--- src/flash_map_pkg.sv ---
// constants, region and field codes for the flash global-address decoder
// assumes 23-bit global addresses from a bus master on the same clock
package flash_map_pkg;
    localparam int ADDR_W = 23;
    localparam int OFFS_W = 18;
    localparam logic [22:0] PFLASH_LO = 23'h7C0000;
    localparam logic [22:0] PFLASH_HI = 23'h7FFFFF;
    localparam logic [22:0] LOWER_BASE = 23'h7F8000;
    localparam logic [22:0] CFG_KEY_LO = 23'h7FFF00;
    localparam logic [22:0] CFG_KEY_HI = 23'h7FFF07;
    localparam logic [22:0] CFG_RSV_LO = 23'h7FFF08;
    localparam logic [22:0] CFG_RSV_HI = 23'h7FFF0B;
    localparam logic [22:0] CFG_PPROT = 23'h7FFF0C;
    localparam logic [22:0] CFG_DPROT = 23'h7FFF0D;
    localparam logic [22:0] CFG_OPT = 23'h7FFF0E;
    localparam logic [22:0] CFG_SEC = 23'h7FFF0F;
    localparam logic [22:0] PINFO_ID_LO = 23'h400000;
    localparam logic [22:0] PINFO_ID_HI = 23'h400007;
    localparam logic [22:0] PINFO_VER_LO = 23'h4000E8;
    localparam logic [22:0] PINFO_VER_HI = 23'h4000E9;
    localparam logic [22:0] PINFO_ONCE_LO = 23'h400100;
    localparam logic [22:0] PINFO_ONCE_HI = 23'h40013F;
    localparam logic [22:0] DFLASH_LO = 23'h100000;
    localparam logic [22:0] DFLASH_HI = 23'h101FFF;
    localparam logic [22:0] DINFO_LO = 23'h120000;
    localparam logic [22:0] DINFO_HI = 23'h12007F;
    localparam logic [22:0] SRAM_LO = 23'h123D00;
    localparam logic [22:0] SRAM_HI = 23'h123FFF;
    // protection byte fields
    localparam int PROT_OPEN = 7;
    localparam int PROT_HDIS = 5;
    localparam int PROT_HS = 3;
    localparam int PROT_LDIS = 2;
    localparam int PROT_LS = 0;
    // smallest protected region size in bytes, doubled per size step
    localparam logic [22:0] PROT_UNIT = 23'h000800;
    localparam logic [7:0] PROT_RESET = 8'hFF;
    typedef enum logic [2:0] {REG_NONE, REG_PFLASH, REG_PINFO, REG_DFLASH, REG_DINFO,
        REG_SRAM} region_e;
    typedef enum logic [2:0] {CFG_NONE, CFG_KEY, CFG_RSV, CFG_PROT_P, CFG_PROT_D, CFG_OPTION,
        CFG_SECURE} cfg_e;
endpackage

--- src/flash_prot_if.sv ---
// carries a program address and protection byte to the region checker
// assumes the decoder drives address and byte, the checker answers combinationally
`timescale 1ns/1ps
interface flash_prot_if;
    logic [22:0] addr;
    logic [7:0] prot;
    logic in_lower;
    logic in_higher;
    logic blocked;
    modport dec (output addr, output prot, input in_lower, input in_higher, input blocked);
    modport chk (input addr, input prot, output in_lower, output in_higher, output blocked);
endinterface // flash_prot_if

--- src/flash_prot_check.sv ---
// program-array protection region checker
// assumes addr already lies inside the program array
`timescale 1ns/1ps
module flash_prot_check (
    flash_prot_if.chk pif
);
    logic [22:0] low_size;
    logic [22:0] high_size;
    logic low_act;
    logic high_act;

    always_comb
    begin
        low_size = flash_map_pkg::PROT_UNIT << pif.prot[flash_map_pkg::PROT_LS +: 2];
        high_size = flash_map_pkg::PROT_UNIT << pif.prot[flash_map_pkg::PROT_HS +: 2];
        pif.in_lower = (pif.addr >= flash_map_pkg::LOWER_BASE)
            && (pif.addr < 23'(flash_map_pkg::LOWER_BASE + low_size));
        pif.in_higher = pif.addr > 23'(flash_map_pkg::PFLASH_HI - high_size);
        low_act = pif.in_lower && !pif.prot[flash_map_pkg::PROT_LDIS];
        high_act = pif.in_higher && !pif.prot[flash_map_pkg::PROT_HDIS];
        // open mode protects the listed regions, closed mode the remaining one
        if (pif.prot[flash_map_pkg::PROT_OPEN])
        begin
            pif.blocked = low_act || high_act;
        end
        else
        begin
            pif.blocked = !(low_act || high_act);
        end
    end
endmodule // flash_prot_check

--- src/flash_memory_map_decode.sv ---
// global-address decoder for the flash module's arrays, rows and scratch RAM
// assumes request strobes, address and visibility bits come from same-clock logic
`timescale 1ns/1ps
module flash_memory_map_decode (
    input wire logic ref_clk_i,
    input wire logic rst_i,
    input wire logic [22:0] addr_i,
    input wire logic rd_i,
    input wire logic wr_i,
    input wire logic pe_i,
    input wire logic [7:0] program_array_protection_i,
    input wire logic program_info_row_visible_i,
    input wire logic data_info_row_visible_i,
    input wire logic scratch_ram_visible_i,
    output flash_map_pkg::region_e region_o,
    output flash_map_pkg::cfg_e cfg_field_o,
    output logic [17:0] offset_o,
    output logic rd_en_o,
    output logic wr_en_o,
    output logic pe_en_o,
    output logic pe_blocked_o,
    output logic unmapped_o
);
    flash_prot_if pif ();
    flash_map_pkg::region_e region_d;
    flash_map_pkg::cfg_e cfg_d;
    logic [17:0] offs_d;
    logic in_pinfo;

    assign pif.addr = addr_i;
    assign pif.prot = program_array_protection_i;

    flash_prot_check u_check (
        .pif(pif)
    );

    function automatic logic in_rng(input logic [22:0] a, input logic [22:0] lo,
        input logic [22:0] hi);
        return (a >= lo) && (a <= hi);
    endfunction

    always_comb
    begin
        region_d = flash_map_pkg::REG_NONE;
        cfg_d = flash_map_pkg::CFG_NONE;
        offs_d = 18'h00000;
        // only ID, version and once fields are implemented
        in_pinfo = in_rng(addr_i, flash_map_pkg::PINFO_ID_LO, flash_map_pkg::PINFO_ID_HI)
            || in_rng(addr_i, flash_map_pkg::PINFO_VER_LO, flash_map_pkg::PINFO_VER_HI)
            || in_rng(addr_i, flash_map_pkg::PINFO_ONCE_LO, flash_map_pkg::PINFO_ONCE_HI);
        if (in_rng(addr_i, flash_map_pkg::PFLASH_LO, flash_map_pkg::PFLASH_HI))
        begin
            region_d = flash_map_pkg::REG_PFLASH;
            offs_d = addr_i[17:0];
        end
        else if (in_pinfo && program_info_row_visible_i)
        begin
            region_d = flash_map_pkg::REG_PINFO;
            offs_d = {9'h000, addr_i[8:0]};
        end
        // data array, reserved tail stays unmapped
        else if (in_rng(addr_i, flash_map_pkg::DFLASH_LO, flash_map_pkg::DFLASH_HI))
        begin
            region_d = flash_map_pkg::REG_DFLASH;
            offs_d = {5'h00, addr_i[12:0]};
        end
        // data row gated by its visibility bit
        else if (in_rng(addr_i, flash_map_pkg::DINFO_LO, flash_map_pkg::DINFO_HI)
            && data_info_row_visible_i)
        begin
            region_d = flash_map_pkg::REG_DINFO;
            offs_d = {11'h000, addr_i[6:0]};
        end
        // scratch RAM gated by its visibility bit
        else if (in_rng(addr_i, flash_map_pkg::SRAM_LO, flash_map_pkg::SRAM_HI)
            && scratch_ram_visible_i)
        begin
            region_d = flash_map_pkg::REG_SRAM;
            offs_d = {4'h0, 14'(addr_i[13:0] - flash_map_pkg::SRAM_LO[13:0])};
        end
        // key, reserved, protection, option and security bytes of the configuration field
        if (in_rng(addr_i, flash_map_pkg::CFG_KEY_LO, flash_map_pkg::CFG_KEY_HI))
        begin
            cfg_d = flash_map_pkg::CFG_KEY;
        end
        else if (in_rng(addr_i, flash_map_pkg::CFG_RSV_LO, flash_map_pkg::CFG_RSV_HI))
        begin
            cfg_d = flash_map_pkg::CFG_RSV;
        end
        else if (addr_i == flash_map_pkg::CFG_PPROT)
        begin
            cfg_d = flash_map_pkg::CFG_PROT_P;
        end
        else if (addr_i == flash_map_pkg::CFG_DPROT)
        begin
            cfg_d = flash_map_pkg::CFG_PROT_D;
        end
        else if (addr_i == flash_map_pkg::CFG_OPT)
        begin
            cfg_d = flash_map_pkg::CFG_OPTION;
        end
        else if (addr_i == flash_map_pkg::CFG_SEC)
        begin
            cfg_d = flash_map_pkg::CFG_SECURE;
        end
    end

    // decoded target, registered anew every cycle
    always_ff @(posedge ref_clk_i)
    begin
        if (rst_i)
        begin
            region_o <= flash_map_pkg::REG_NONE;
            cfg_field_o <= flash_map_pkg::CFG_NONE;
            offset_o <= 18'h00000;
        end
        else
        begin
            region_o <= region_d;
            cfg_field_o <= cfg_d;
            offset_o <= offs_d;
        end
    end

    // access strobes
    always_ff @(posedge ref_clk_i)
    begin
        if (rst_i)
        begin
            rd_en_o <= 1'b0;
            wr_en_o <= 1'b0;
            unmapped_o <= 1'b0;
        end
        else
        begin
            rd_en_o <= rd_i && (region_d != flash_map_pkg::REG_NONE);
            // writes to unmapped or reserved space are dropped
            wr_en_o <= wr_i && (region_d != flash_map_pkg::REG_NONE)
                && (cfg_d != flash_map_pkg::CFG_RSV);
            unmapped_o <= (rd_i || wr_i) && (region_d == flash_map_pkg::REG_NONE);
        end
    end

    // program and erase permission
    always_ff @(posedge ref_clk_i)
    begin
        if (rst_i)
        begin
            pe_en_o <= 1'b0;
            pe_blocked_o <= 1'b0;
        end
        else
        begin
            // protected program addresses refuse program and erase
            pe_blocked_o <= pe_i && (region_d == flash_map_pkg::REG_PFLASH) && pif.blocked;
            pe_en_o <= pe_i && (region_d != flash_map_pkg::REG_NONE)
                && !((region_d == flash_map_pkg::REG_PFLASH) && pif.blocked);
        end
    end
endmodule // flash_memory_map_decode

--- config.mk ---
export PLATFORM = sky130hd
export DESIGN_NAME = flash_memory_map_decode
export DESIGN_NICKNAME = d
export VERILOG_FILES = /design/src/flash_map_pkg.sv /design/src/flash_prot_if.sv /design/src/flash_prot_check.sv /design/src/flash_memory_map_decode.sv
export SDC_FILE = /design/constraint.sdc
export NUM_CORES = 1
export LEC_CHECK = 0
export BUFFER_PORTS_ARGS = -buffer_cell sky130_fd_sc_hd__buf_2
export CORE_MARGIN = 1
export CORE_UTILIZATION = 50
export CTS_CLUSTER_DIAMETER = 40
export DETAILED_ROUTE_END_ITERATION = 6
export GPL_TIMING_DRIVEN = 0
export PLACE_DENSITY_LB_ADDON = 0.08
export SYNTH_ARGS = -nofsm -noshare
export SYNTH_HDL_FRONTEND = slang
export SYNTH_HIERARCHICAL = 1
export SYNTH_SLANG_ARGS = --single-unit
--- constraint.sdc ---
create_clock -name ref_clk_i -period 4.3 [get_ports ref_clk_i]
set_input_delay 0.215 -clock ref_clk_i [delete_from_list [all_inputs] [get_ports ref_clk_i]]
set_output_delay 0.215 -clock ref_clk_i [all_outputs]
set_load 0.02 [all_outputs]
==> results of run 1 <==
power by group:
group	leakage (nW)	switching (mW)	internal [mW]
registers	0.234	0.000477	0.271
logic	0.764	0.0672	0.0409
clock network	0.0450	0.102	0.112
cell usage in the layout, fill, tap and decap left out, drive strengths merged, types with 3 or more instances in the layout:
cell type / count
inv: 8
nor4: 5
and4: 3
nor4b: 4
clkbuf: 12
or2: 6
nand4: 15
or4: 3
dfxtp: 29
nand2: 21
o21ai: 9
nor2b: 3
a211oi: 3
o211ai: 3
nand3: 7
and2: 7
nand2b: 6
a21oi: 13
nor3: 11
buf: 69
nor2: 26
nor3b: 9
ha: 12
tightest hold or removal path: cells and delay by family:
kind                   cells  cell delay, ns
buffers and inverters      1            0.10
and+or+nand+nor            1            0.08
AOI/OAI and AO/OA          1            0.04
worst min-delay path by stage:
stage | start | endpoint | slack, ns | cells past startpoint
2_1_floorplan | addr_i[8] | offset_o[8] | 0.31 | 1
3_3_place_gp | addr_i[16] | offset_o[16] | 0.49 | 2
3_5_place_dp | pe_i | pe_en_o | 0.49 | 3
4_1_cts | pe_i | pe_en_o | 0.20 | 3
5_1_grt | rd_i | rd_en_o | 0.21 | 2
6_report | pe_i | pe_en_o | 0.21 | 3
layer usage:
| layer | track usage, % | up-vias |
|---|---|---|
| met4 | 10.0 | 0 |
| met1 | 31.8 | 947 |
| met2 | 43.6 | 82 |
| li1 | - | 1045 |
| met5 | 0 | - |
| met3 | 5.99 | 16 |
flip-flops by register name, summed over array words and instances, names as in the netlist:
register and count:
cfg_field_o 3, offset_o 18, pe_blocked_o 1, pe_en_o 1, rd_en_o 1, region_o 3
unmapped_o 1, wr_en_o 1
metrics by stage:
| stage | cell area, sq um | hold WS (ns) | util, % |
|---|---|---|---|
| floorplan | 1980 | 0.311 | - |
| global placement | 2370 | 0.494 | 63.7 |
| detailed placement | 2370 | 0.491 | 63.7 |
| CTS | 2450 | 0.201 | 66.0 |
| global route | 2450 | 0.210 | 66.0 |
| finish | 2450 | 0.205 | 66.0 |
layout make-up:
type,instances,area (sq um)
fillers,346,1260
multi-input cells,193,1320
plain buffers,9,43.8
well taps,48,60.1
clock inverters,2,10.0
clock buffers,6,72.6
repair buffers,66,330
inverters,8,30.0
flip-flops and latches,29,581
==> flow_results.org, run 1 <==
** Run status
- The run finished with clean final reports.

** Worst setup path
- Start point of the critical path :: addr_i[7]
- Maximum fanout along the worst path :: 8
- For this design, the slowest cell found on the critical path is or4b_1.
- Endpoint arrival time on the critical path :: between 2 and 2.5 ns
- Delay of the slowest cell on the worst path :: 0.59 ns
- The critical path contains buffers and inverters numbering 2 combined.
- Startpoint-to-endpoint class of the critical path :: input port to flop
- Number of cells on the critical path :: 8
- The kind of cell with the highest combined delay along the critical path is simple AND/OR/NAND/NOR gates.
- Capture point of the worst path :: offset_o[13]
- The signal on the critical path passes through buf_2 -> clkbuf_2 -> nor4_1 -> a41oi_1 -> or4b_1 -> a41oi_2 -> o21ai_0 -> a21oi_1.
- STA classifies the critical path startpoint as an input port.
- Capturing element type of the critical path :: flop
- Data on the critical path is required at its endpoint by ~4.5 ns.

** Die
- The floorplan step set the die height to 64.9 um.
- For this configuration, the core starts out at a cell density of about 53%.
- Core Footprint :: 0.00372 sq mm
- The floorplan step defined a die boundary enclosing between 0.004 and 0.005 sq mm.
- IO Pins :: slightly below 70
- Chip width :: 64.9 um
- Core Rows :: 22

** Timing
- In the final timing run, aggregate negative setup slack is 0 ns.
- In the finished design, the share of the clock period the worst path needs comes to between 50 and 60%.
- Setup repair after global routing left no endpoint under its margin.
- Worst relative slew slack :: between 60% and 70%
- Transition time at the pin with the least slew margin :: 0.581 ns
- Derived from the worst setup path, the maximum achievable clock frequency is 437 MHz.
- Setup violations remaining at the end of the flow were counted as 0.
- Setup slack closes at 2.01 ns.
- Period minus WS final :: roughly 2.3 ns
- Hold Violations, Final :: 0
- The total count of max-transition violations in the final report is 0.

** Synthesis
- Synthesized area per cell :: 8.28 sq um
- The number of nets in the synthesized netlist is a little under 300.
- Synthesis handed over a netlist of roughly 240 instances.
- Cell area after synthesis :: a little under 0.002 sq mm
- During synthesis, Yosys emitted a total of 6 warnings.

** Worst hold path
- The path class of the tightest hold or removal check is input port to flop.

** Cells and area
- Final instance count without filler cells :: between 300 and 400
- Ant. Diodes :: 0
- Area Overhead vs Synth :: 23.9%
- Of the cells placed in the final design, the portion with a size suffix greater than 1 is 30.7%.
- In the final design database the tool counted between 300 and 400 nets.

** Place
- Final weighted congestion in routability-driven placement :: 0.931
- Total half-perimeter wirelength after legalization and detailed placement :: 4.01 mm
- Count of buffers inserted at the top-level ports :: between 60 and 70
- In this run, placement finished with an instance count of about 350.
- Timing analysis after detailed placement gives a worst setup slack of 1.77 ns.

** Clocking
- After clock tree synthesis, the clock-pin slew on the worst setup and hold paths is 0.06 ns.
- Clock Tree Buf Depth :: 2
- Root cell of the clock tree :: clkbuf_8
- Total of hold buffers inserted after clock tree synthesis :: 0
- Level count of the clock H-tree :: 2
- Post-CTS repair changed the size of 0 cells.
- CTS tree :: yes
- In this run the post-CTS setup repair buffer count came out at 0.
- TritonCTS created 5 clock buffers.
- Clock sink count :: 29

** Run
- Max-cap violations in this run came to 0.

** GRT
- Number of global-route vias before repair :: between 1500 and 2000
- Overflow left after global routing :: 0
- Entering global routing, the biggest net connects 11 pins.
- GRT Resource Usage Total :: 26.0%
- Antenna violations before repair :: 0
- First-pass GRT wire length :: about 8.5 mm

** Drt
- Routed wl met3 :: around 340 um
- For this block, wires on met1 add up to 2.30 mm.
- After the first detailed-routing iteration, the DRC count stood at about 110.
- Dividing the detail-routed via count by the number of cells gives a little under 6.
- Wire segments on met2 add up to roughly 2.4 mm in the final route.
- Drt pass-1 iters :: 4
- The final layout contains routed wiring with a total length of 5.15 mm.
- Across all layers, the routed design uses 2090 vias.
- The highest metal layer carrying signal wires in the routed design is met4.
- Post-route antenna net violation count :: 0
- Drc violations :: 0
- Per-cell routed wire length :: roughly 14 um

** Power
- The design draws 0.594 mW.
- The worst-case IR drop observed on VDD is around 230 uV.
- P per Cell Area :: around 240 mW/mm^2
- Static Leak :: 1.04 nW
Note: power is estimated with default switching activity, not from simulation.
==> inputs of run 2 (changes only) <==
Settings changed: ABC_AREA from default to 1, CORE_UTILIZATION 50 to 48.
Clock period 4.3 ns to 1.95 ns, I/O delays scaled along.
==> run 2 against run 1 <==
Hold slack got worse by 0.16 ns. Clock power rose by 110%. First-iteration DRC count rose by 19%. Highest routed layer unchanged. Wire length rose by 24%.
==> flow_results.org, run 2 <==
** Run status
- Result of the run :: completed

** GRT
- The number of antenna violations at the first check in global routing came to 0.
- The number of global-route vias before repair was approximately 2400.
- Pin count of the biggest net entering global routing :: 11
- Global routing used a little over a quarter of the available tracks across all layers.
- After global routing the overflow that remains totals 0.
- The first global-routing pass estimated about 11 mm of wire.

** Clocking
- Buffer count from post-CTS setup fixing :: 0
- The root buffer cell chosen for the clock tree is clkbuf_8.
- The clock passes through at most 2 buffers.
- Counting every sink on the clock net gives 29.
- Once the clock tree was built, the resizer swapped 0 gates to a different size.
- CTS tree :: yes
- Level count of the clock H-tree :: 2
- Clock-pin slew was measured on the worst setup and hold paths at ~0.06 ns.
- Hold repair after CTS inserted 0 buffers.
- TritonCTS created 5 clock buffers.

** Synthesis
- Net count after synthesis :: between 400 and 500
- Synthesized area per cell :: 6.04 sq um
- Yosys warning total :: 6
- Synthesized instance count :: approximately 400
- Cell area after synthesis :: roughly 0.0024 sq mm

** Place
- Final weighted congestion in routability-driven placement :: 0.941
- Count of buffers inserted at the top-level ports :: 66
- Placed cell count :: about 540
- Total half-perimeter wirelength after legalization and detailed placement :: approximately 5.3 mm

** Worst setup path
- Of all nets on the critical path, the largest fanout is 10.
- Endpoint arrival time on the critical path :: a little under 2 ns
- STA classifies the critical path startpoint as an input port.
- Startpoint-to-endpoint class of the critical path :: input port to flop
- STA classifies the critical path endpoint as a flop.
- Data required time at the worst endpoint :: 2.17 ns

** Die
- Core Rows :: 25
- The initial utilization of the core area, before any placement, comes to a little over 50%.
- In this run the standard cell core region covers between 0.004 and 0.005 sq mm.
- Y dimension of the die :: 73.2 um
- The die is 73.2 um wide.
- just under 70 I/O pins were placed.
- Area of the die :: around 0.0054 sq mm

** Cells and area
- The net count of the finished layout is between 500 and 600.
- The library cell used most frequently in the layout, excluding fill and tap cells, is nand2_1.
- Utilization of the core after routing :: 61.2%
- Of the cells placed in the final design, the portion with a size suffix greater than 1 is 24.4%.
- The register with the most flip-flops in the layout has 18 of them.
- Final instance count without filler cells :: 543
- Counting flops per register, the top entry is offset_o.
- From synthesis to final layout, the design area changed by 20.4%.
- Ant. Diodes :: 0
- The layout has 485 filler cells.
- Leaving out fill and tap cells, the most frequent cells in the layout are nand2_1 (93), buf_2 (68), nor2_1 (66).
- Registers with the highest flip-flop counts :: offset_o x18, cfg_field_o x3, region_o x3

** Timing
- Hold Violations, Final :: 0
- Setup repair after global routing left no endpoint under its margin.
- Subtracting the final worst setup slack from the clock period gives 1.76 ns.
- Hold timing on the final database bottoms out at a slack of just over 0.04 ns.
- Worst relative slew slack :: a little under three quarters
- The worst path uses between 90% and 100% of the clock period.
- Final total negative setup slack :: 0 ns
- Derived from the worst setup path, the maximum achievable clock frequency is 569 MHz.
- Transition time at the pin with the least slew margin :: approximately 0.42 ns
- The total count of max-transition violations in the final report came to 0.
- Setup violations remaining at the end of the flow were counted as 0.

** Drt
- Dividing the detail-routed wire length by the instance count gives around 12 um.
- Top metal layer carrying routed signals :: met4
- Post-route antenna net violation count :: 0
- Per-cell via count in the routed design :: 4.81
- Drc violations :: 0
- Detailed routing placed a total of a little under 3 mm of wire on met2.
- For this run, the detailed router's first-pass iteration total came to 4.
- The first routing iteration left between 100 and 150 violations.
- Wires add up to 6.38 mm.
- Routed via count :: 2611
- Met1 Wirelength :: around 3 mm
- After detailed routing, the met3 layer carries slightly below 300 um of wire.

** Worst hold path
- Type of the tightest min-delay check :: input port to flop
- Hold path startpoint :: rd_i
- The worst hold path was traced through 3 stages.
- Sink of the worst hold path :: rd_en_o

** Run
- Max-cap violations :: 0

** Power
- The completed layout was analyzed and its total power is 1.43 mW.
- In this run the power density over the cells is roughly 490 mW/mm^2.
- Static Leak :: between 1.5 and 2 nW
- The worst-case IR drop observed on VDD is between 200 and 300 uV.
==> run 2: worst max path at each step <==
| stage | start | end | slack, ns | cells after the start |
|---|---|---|---|---|
| floorplan | addr_i[22] | offset_o[0] | 0.50 | 14 |
| global placement | addr_i[8] | offset_o[0] | -0.09 | 14 |
| detailed placement | addr_i[8] | offset_o[0] | -0.06 | 14 |
| CTS | addr_i[8] | offset_o[1] | 0.22 | 14 |
| global route | addr_i[8] | offset_o[0] | 0.08 | 14 |
| finish | addr_i[8] | offset_o[0] | 0.19 | 14 |
==> run 2: layout make-up <==
type                            instances  area [sq um]  area share [%]
Multi-Input combinational cell        295          1530            52.3
Sequential cell                        29           581            19.8
Timing Repair Buffer                   66           330            11.3
Inverter                               74           283            9.66
Tap cell                               67          83.8            2.86
Clock buffer                            6          72.6            2.48
Buffer                                  4          36.3            1.24
Clock inverter                          2          10.0           0.342
==> run 2: report_power, final <==
part	switching, mW	total, mW	internal [mW]
registers	0.00286	0.612	0.610
logic	0.237	0.359	0.122
clock network	0.209	0.455	0.246
total	0.449	1.43	0.977
==> run 2: worst max-delay path, cell delays in order <==
cell and delay (ns):
buf_2 0.16, inv_1 0.16, ha_1 0.17, inv_1 0.05
nor3_1 0.39, nand3_1 0.15, nand2_1 0.10, nand2_1 0.05
nand3_1 0.17, nand2_2 0.14, nand3_4 0.09, buf_8 0.13
nand3_1 0.07, inv_1 0.06
==> run 2: metrics by stage <==
| step | setup slack [ns] | area [sq um] |
|---|---|---|
| after floorplan | 0.499 | 2430 |
| after global placement | -0.0904 | 2840 |
| after detailed placement | -0.0584 | 2840 |
| after CTS | 0.218 | 2930 |
| after global routing | 0.0758 | 2930 |
| final | 0.192 | 2930 |
==> run 2: layer usage <==
metal	vias to the layer above	GRT usage, %
li1	1425	-
met1	1098	34.0
met2	78	43.8
met3	10	3.18
met4	0	9.15
met5	-	0
==> inputs of run 3 (changes only) <==
Settings changed: ABC_CLOCK_PERIOD_IN_PS from default to 1950, CORE_UTILIZATION 48 to 47, SYNTH_HIERARCHICAL 1 to default.
==> run 3 against run 2 <==
Count of clock-buffer cells in the layout down 1. Non-clock buffer count down 2. Hold slack better by 0.0035 ns. First-iteration DRC count up 11%. Highest routed layer unchanged. Wire length down 5.3%. Combinational power down 9.5%. Setup slack better by 0.19 ns. Fmax up 12%. Cell count down 3.7%.
==> flow_results.org, run 3 <==
** Worst setup path
- The most numerous cell type found on the critical path is nand2_1.
- Number of cells on the critical path :: 14
- Cell chain of the critical path :: buf_2 -> inv_1 -> ha_1 -> nand2_1 -> nor2_1 -> nand3_1 -> nand2_1 -> nand2_1 -> nor2_1 -> nor2_1 -> nand3_2 -> buf_6 -> nand2_1 -> inv_1
- The number of buffers and inverters on the critical path is 4.
- The largest individual stage delay along the critical path comes from the cell nor2_1.
- Capturing element type of the critical path :: flop
- The worst setup path is launched from an input port.
- The kind of cell with the highest combined delay along the critical path is simple AND/OR/NAND/NOR gates.
- Delay of the slowest cell on the worst path :: 0.23 ns
- STA puts the critical path data required time at approximately 2.2 ns.
- Maximum fanout along the worst path :: 10
- STA puts the critical path data arrival time at between 1.5 and 2 ns.
- Startpoint-to-endpoint class of the critical path :: input port to flop

** Cells and area
- More flip-flops sit in one register than any other, and that register is offset_o.
- The post-route netlist has about a fifth of its cells at a drive strength greater than 1.
- Top library cells by usage in the layout, fill and taps aside :: nand2_1 (104), nor2_1 (88), inv_1 (66), buf_2 (66), nand3_1 (37)
- The largest registers in the layout are offset_o x18, cfg_field_o x3, region_o x3.
- The repair_antennas step left the layout with diodes totalling 0.
- Filler cell count :: about 480
- Relative to the synthesized area, the layout overhead comes to 21.2%.
- With fillers left out, the area of the finished cells amounts to ~0.0028 sq mm.
- The count of cells in the finished layout, fillers not included, comes to roughly 520.
- Leaving out fill and tap cells, the most frequent cell in the layout is nand2_1.
- Net total in the final layout :: between 500 and 600
- Utilization of the core after routing :: 61.1%
- Max reg flops :: 18

** Place
- Worst slack, placed :: about 0.14 ns
- Total half-perimeter wirelength after legalization and detailed placement :: between 4 and 5 mm
- Routability-driven placement finished with a final weighted congestion of roughly 0.89.
- Count of buffers inserted at the top-level ports :: 66
- Placed cell count :: between 500 and 600
- Summing all placed instances gives a cell area of roughly 0.0027 sq mm.

** Drt
- Dividing the detail-routed wire length by the instance count gives 11.6 um.
- The count of nets left with antenna violations once routing finished came out at 0.
- Violation count after the first detailed-route iteration :: 139
- For this run, design rule violations remaining after detail routing come to 0.
- Routed via count :: ~2500
- Per-cell via count in the routed design :: just under 5
- For this block, the routed nets add up to around 6.0 mm of wire.
- For this run, the detailed router's first-pass iteration total came to 4.

** Synthesis
- Number of distinct standard cells referenced by the synthesized netlist :: 31
- Number of flip-flops and latches in the synthesized netlist :: 29
- The share of the Yosys chip area taken by registers is about 26%.
- The commonest cells after synthesis are nand2_1 (104), nor2_1 (88), inv_1 (66), nand3_1 (37), dfxtp_1 (29).
- FFs w/ async S/R, synth :: 0%
- Number of synthesized flops with an enable pin :: 0
- After technology mapping, the gate count stands at between 300 and 400.
- The most common cell in the synthesized netlist is nand2_1.
- Area share of the largest cell type after synthesis :: roughly a quarter
- During synthesis, Yosys emitted a total of 0 warnings.
- By area the synthesized netlist is led by dfxtp_1 (26%), nand2_1 (17%), nor2_1 (15%).
- The largest total area in the synthesized netlist belongs to dfxtp_1.
- Synthesized area per cell :: 5.72 sq um
- Net count after synthesis :: 448
- Among all flip-flop cells after synthesis, the most frequent one is dfxtp_1.
- Cell area after synthesis :: roughly 0.0023 sq mm

** Timing
- Worst relative slew slack :: just over 70%
- Setup violations remaining at the end of the flow were counted as 0.
- RSZ-0062 raised after global routing :: no
- Hold Violations, Final :: 0
- Fin worst setup slack :: about 0.38 ns
- The total count of max-transition violations in the final report is 0.
- Counting I/O delays and the setup requirement, the final critical path takes around 1.6 ns.
- Worst hold margin :: approximately 0.045 ns
- Transition time at the pin with the least slew margin :: about 0.44 ns
- In the finished design, the share of the clock period the worst path needs comes to about 80%.
- F_max :: ~640 MHz
- Final total negative setup slack :: 0 ns

** Clocking
- Buffer count from post-CTS setup fixing :: 0
- TritonCTS built the clock tree.
- Level count of the clock H-tree :: 2
- Clock sink count :: 29
- In this run, post-CTS hold repair placed 0 buffers.
- Root cell of the clock tree :: clkbuf_8
- Once the clock tree was built, the resizer swapped 0 gates to a different size.
- The clock passes through at most 2 buffers.
- CTS buffer count :: 5
- Clock-pin transition on the worst setup and hold timing paths :: around 0.07 ns

** Die
- Initial cell density of the core :: between 50% and 60%
- Pin placement for this block handled 68 I/O pins.
- The die covers between 0.005 and 0.006 sq mm.
- The die is between 70 and 80 um wide.
- Core Rows :: 24
- Y dimension of the die :: between 70 and 80 um
- The floorplan step defined a core boundary enclosing about 0.0045 sq mm.

** Power
- In this run, the combinational gates consume around 23% of the power.
- Worst IR Drop VDD :: 279 uV
- In this run the power density over the cells is between 500 and 600 mW/mm^2.
- Fraction of power consumed by sequential logic :: around 43%
- The analysis attributes to cell leakage a power of about 1.6 nW.
- Clock network fraction of total power :: between 30% and 40%
- Post-layout total power :: 1.43 mW
- Switching part of the total :: approximately a third
- The internal power of the cells totals 0.964 mW.
- Sw power :: about 0.46 mW

** Worst hold path
- Type of the tightest min-delay check :: input port to flop
- Hold path startpoint :: rst_i
- Counting instances, the worst hold path has a depth of 2.
- The path with the worst hold slack has its endpoint at cfg_field_o[2].

** GRT
- Overflow left after global routing :: 0
- Pin count of the biggest net entering global routing :: 11
- In the global route stage, overall resource usage came out at between 20% and 30%.
- The number of global-route vias before repair is ~2300.
- The first global-routing pass estimated between 10 and 15 mm of wire.
- Antenna violations before repair :: 0

** Run status
- Result of the run :: completed

** Run
- Max-cap violations :: 0
run 3: per-layer routing:
layer / GRT usage [%] / part of all wire, % / wire (um) / vias up
met5: 0 / 0 / 0 / -
met4: 6.54 / 1.3 / 76 / 0
met3: 4.08 / 5.9 / 357 / 8
met2: 39.2 / 42 / 2540 / 83
met1: 37.9 / 51 / 3070 / 1060
li1: - / - / - / 1374
run 3: final cells by class:
cell class                 instances  area (sq um)  area share [%]
timing repair buffer              66           330            12.0
buffer                             2          15.0           0.545
sequential                        29           581            21.1
tap                               52          65.1            2.36
inverter                          69           262            9.50
clock buffer                       5          68.8            2.50
clock inverter                     3          17.5           0.636
multi-input combinational        297          1420            51.4
run 3: power groups by stage:
stage	Combinational (mW)	Clock, mW	Sequential (mW)
2_1_floorplan	0.174	0	0.648
3_3_place_gp	0.320	0	0.625
3_5_place_dp	0.321	0	0.625
4_1_cts	0.324	0.492	0.612
5_1_grt	0.372	0.526	0.613
6_report	0.325	0.490	0.612
run 3: cell families after synthesis:
logic type / count (synthesis) / synth area share, %
AND/OR/NAND/NOR: 261 / 49.7
XOR/XNOR: 2 / 0.771
flip-flops: 29 / 25.6
AO/OA/AOI/OAI: 22 / 5.23
adder cells (fa/ha/maj): 12 / 6.61
buffers and inverters: 71 / 12.2
run 3: how the worst max path moves through the flow:
stage,start,to,slack [ns]
after floorplan,addr_i[0],wr_en_o,0.60
after global placement,addr_i[8],offset_o[6],0.15
after detailed placement,addr_i[8],offset_o[3],0.14
after CTS,addr_i[8],offset_o[3],0.41
after global routing,addr_i[8],offset_o[3],0.19
final,addr_i[8],offset_o[3],0.38
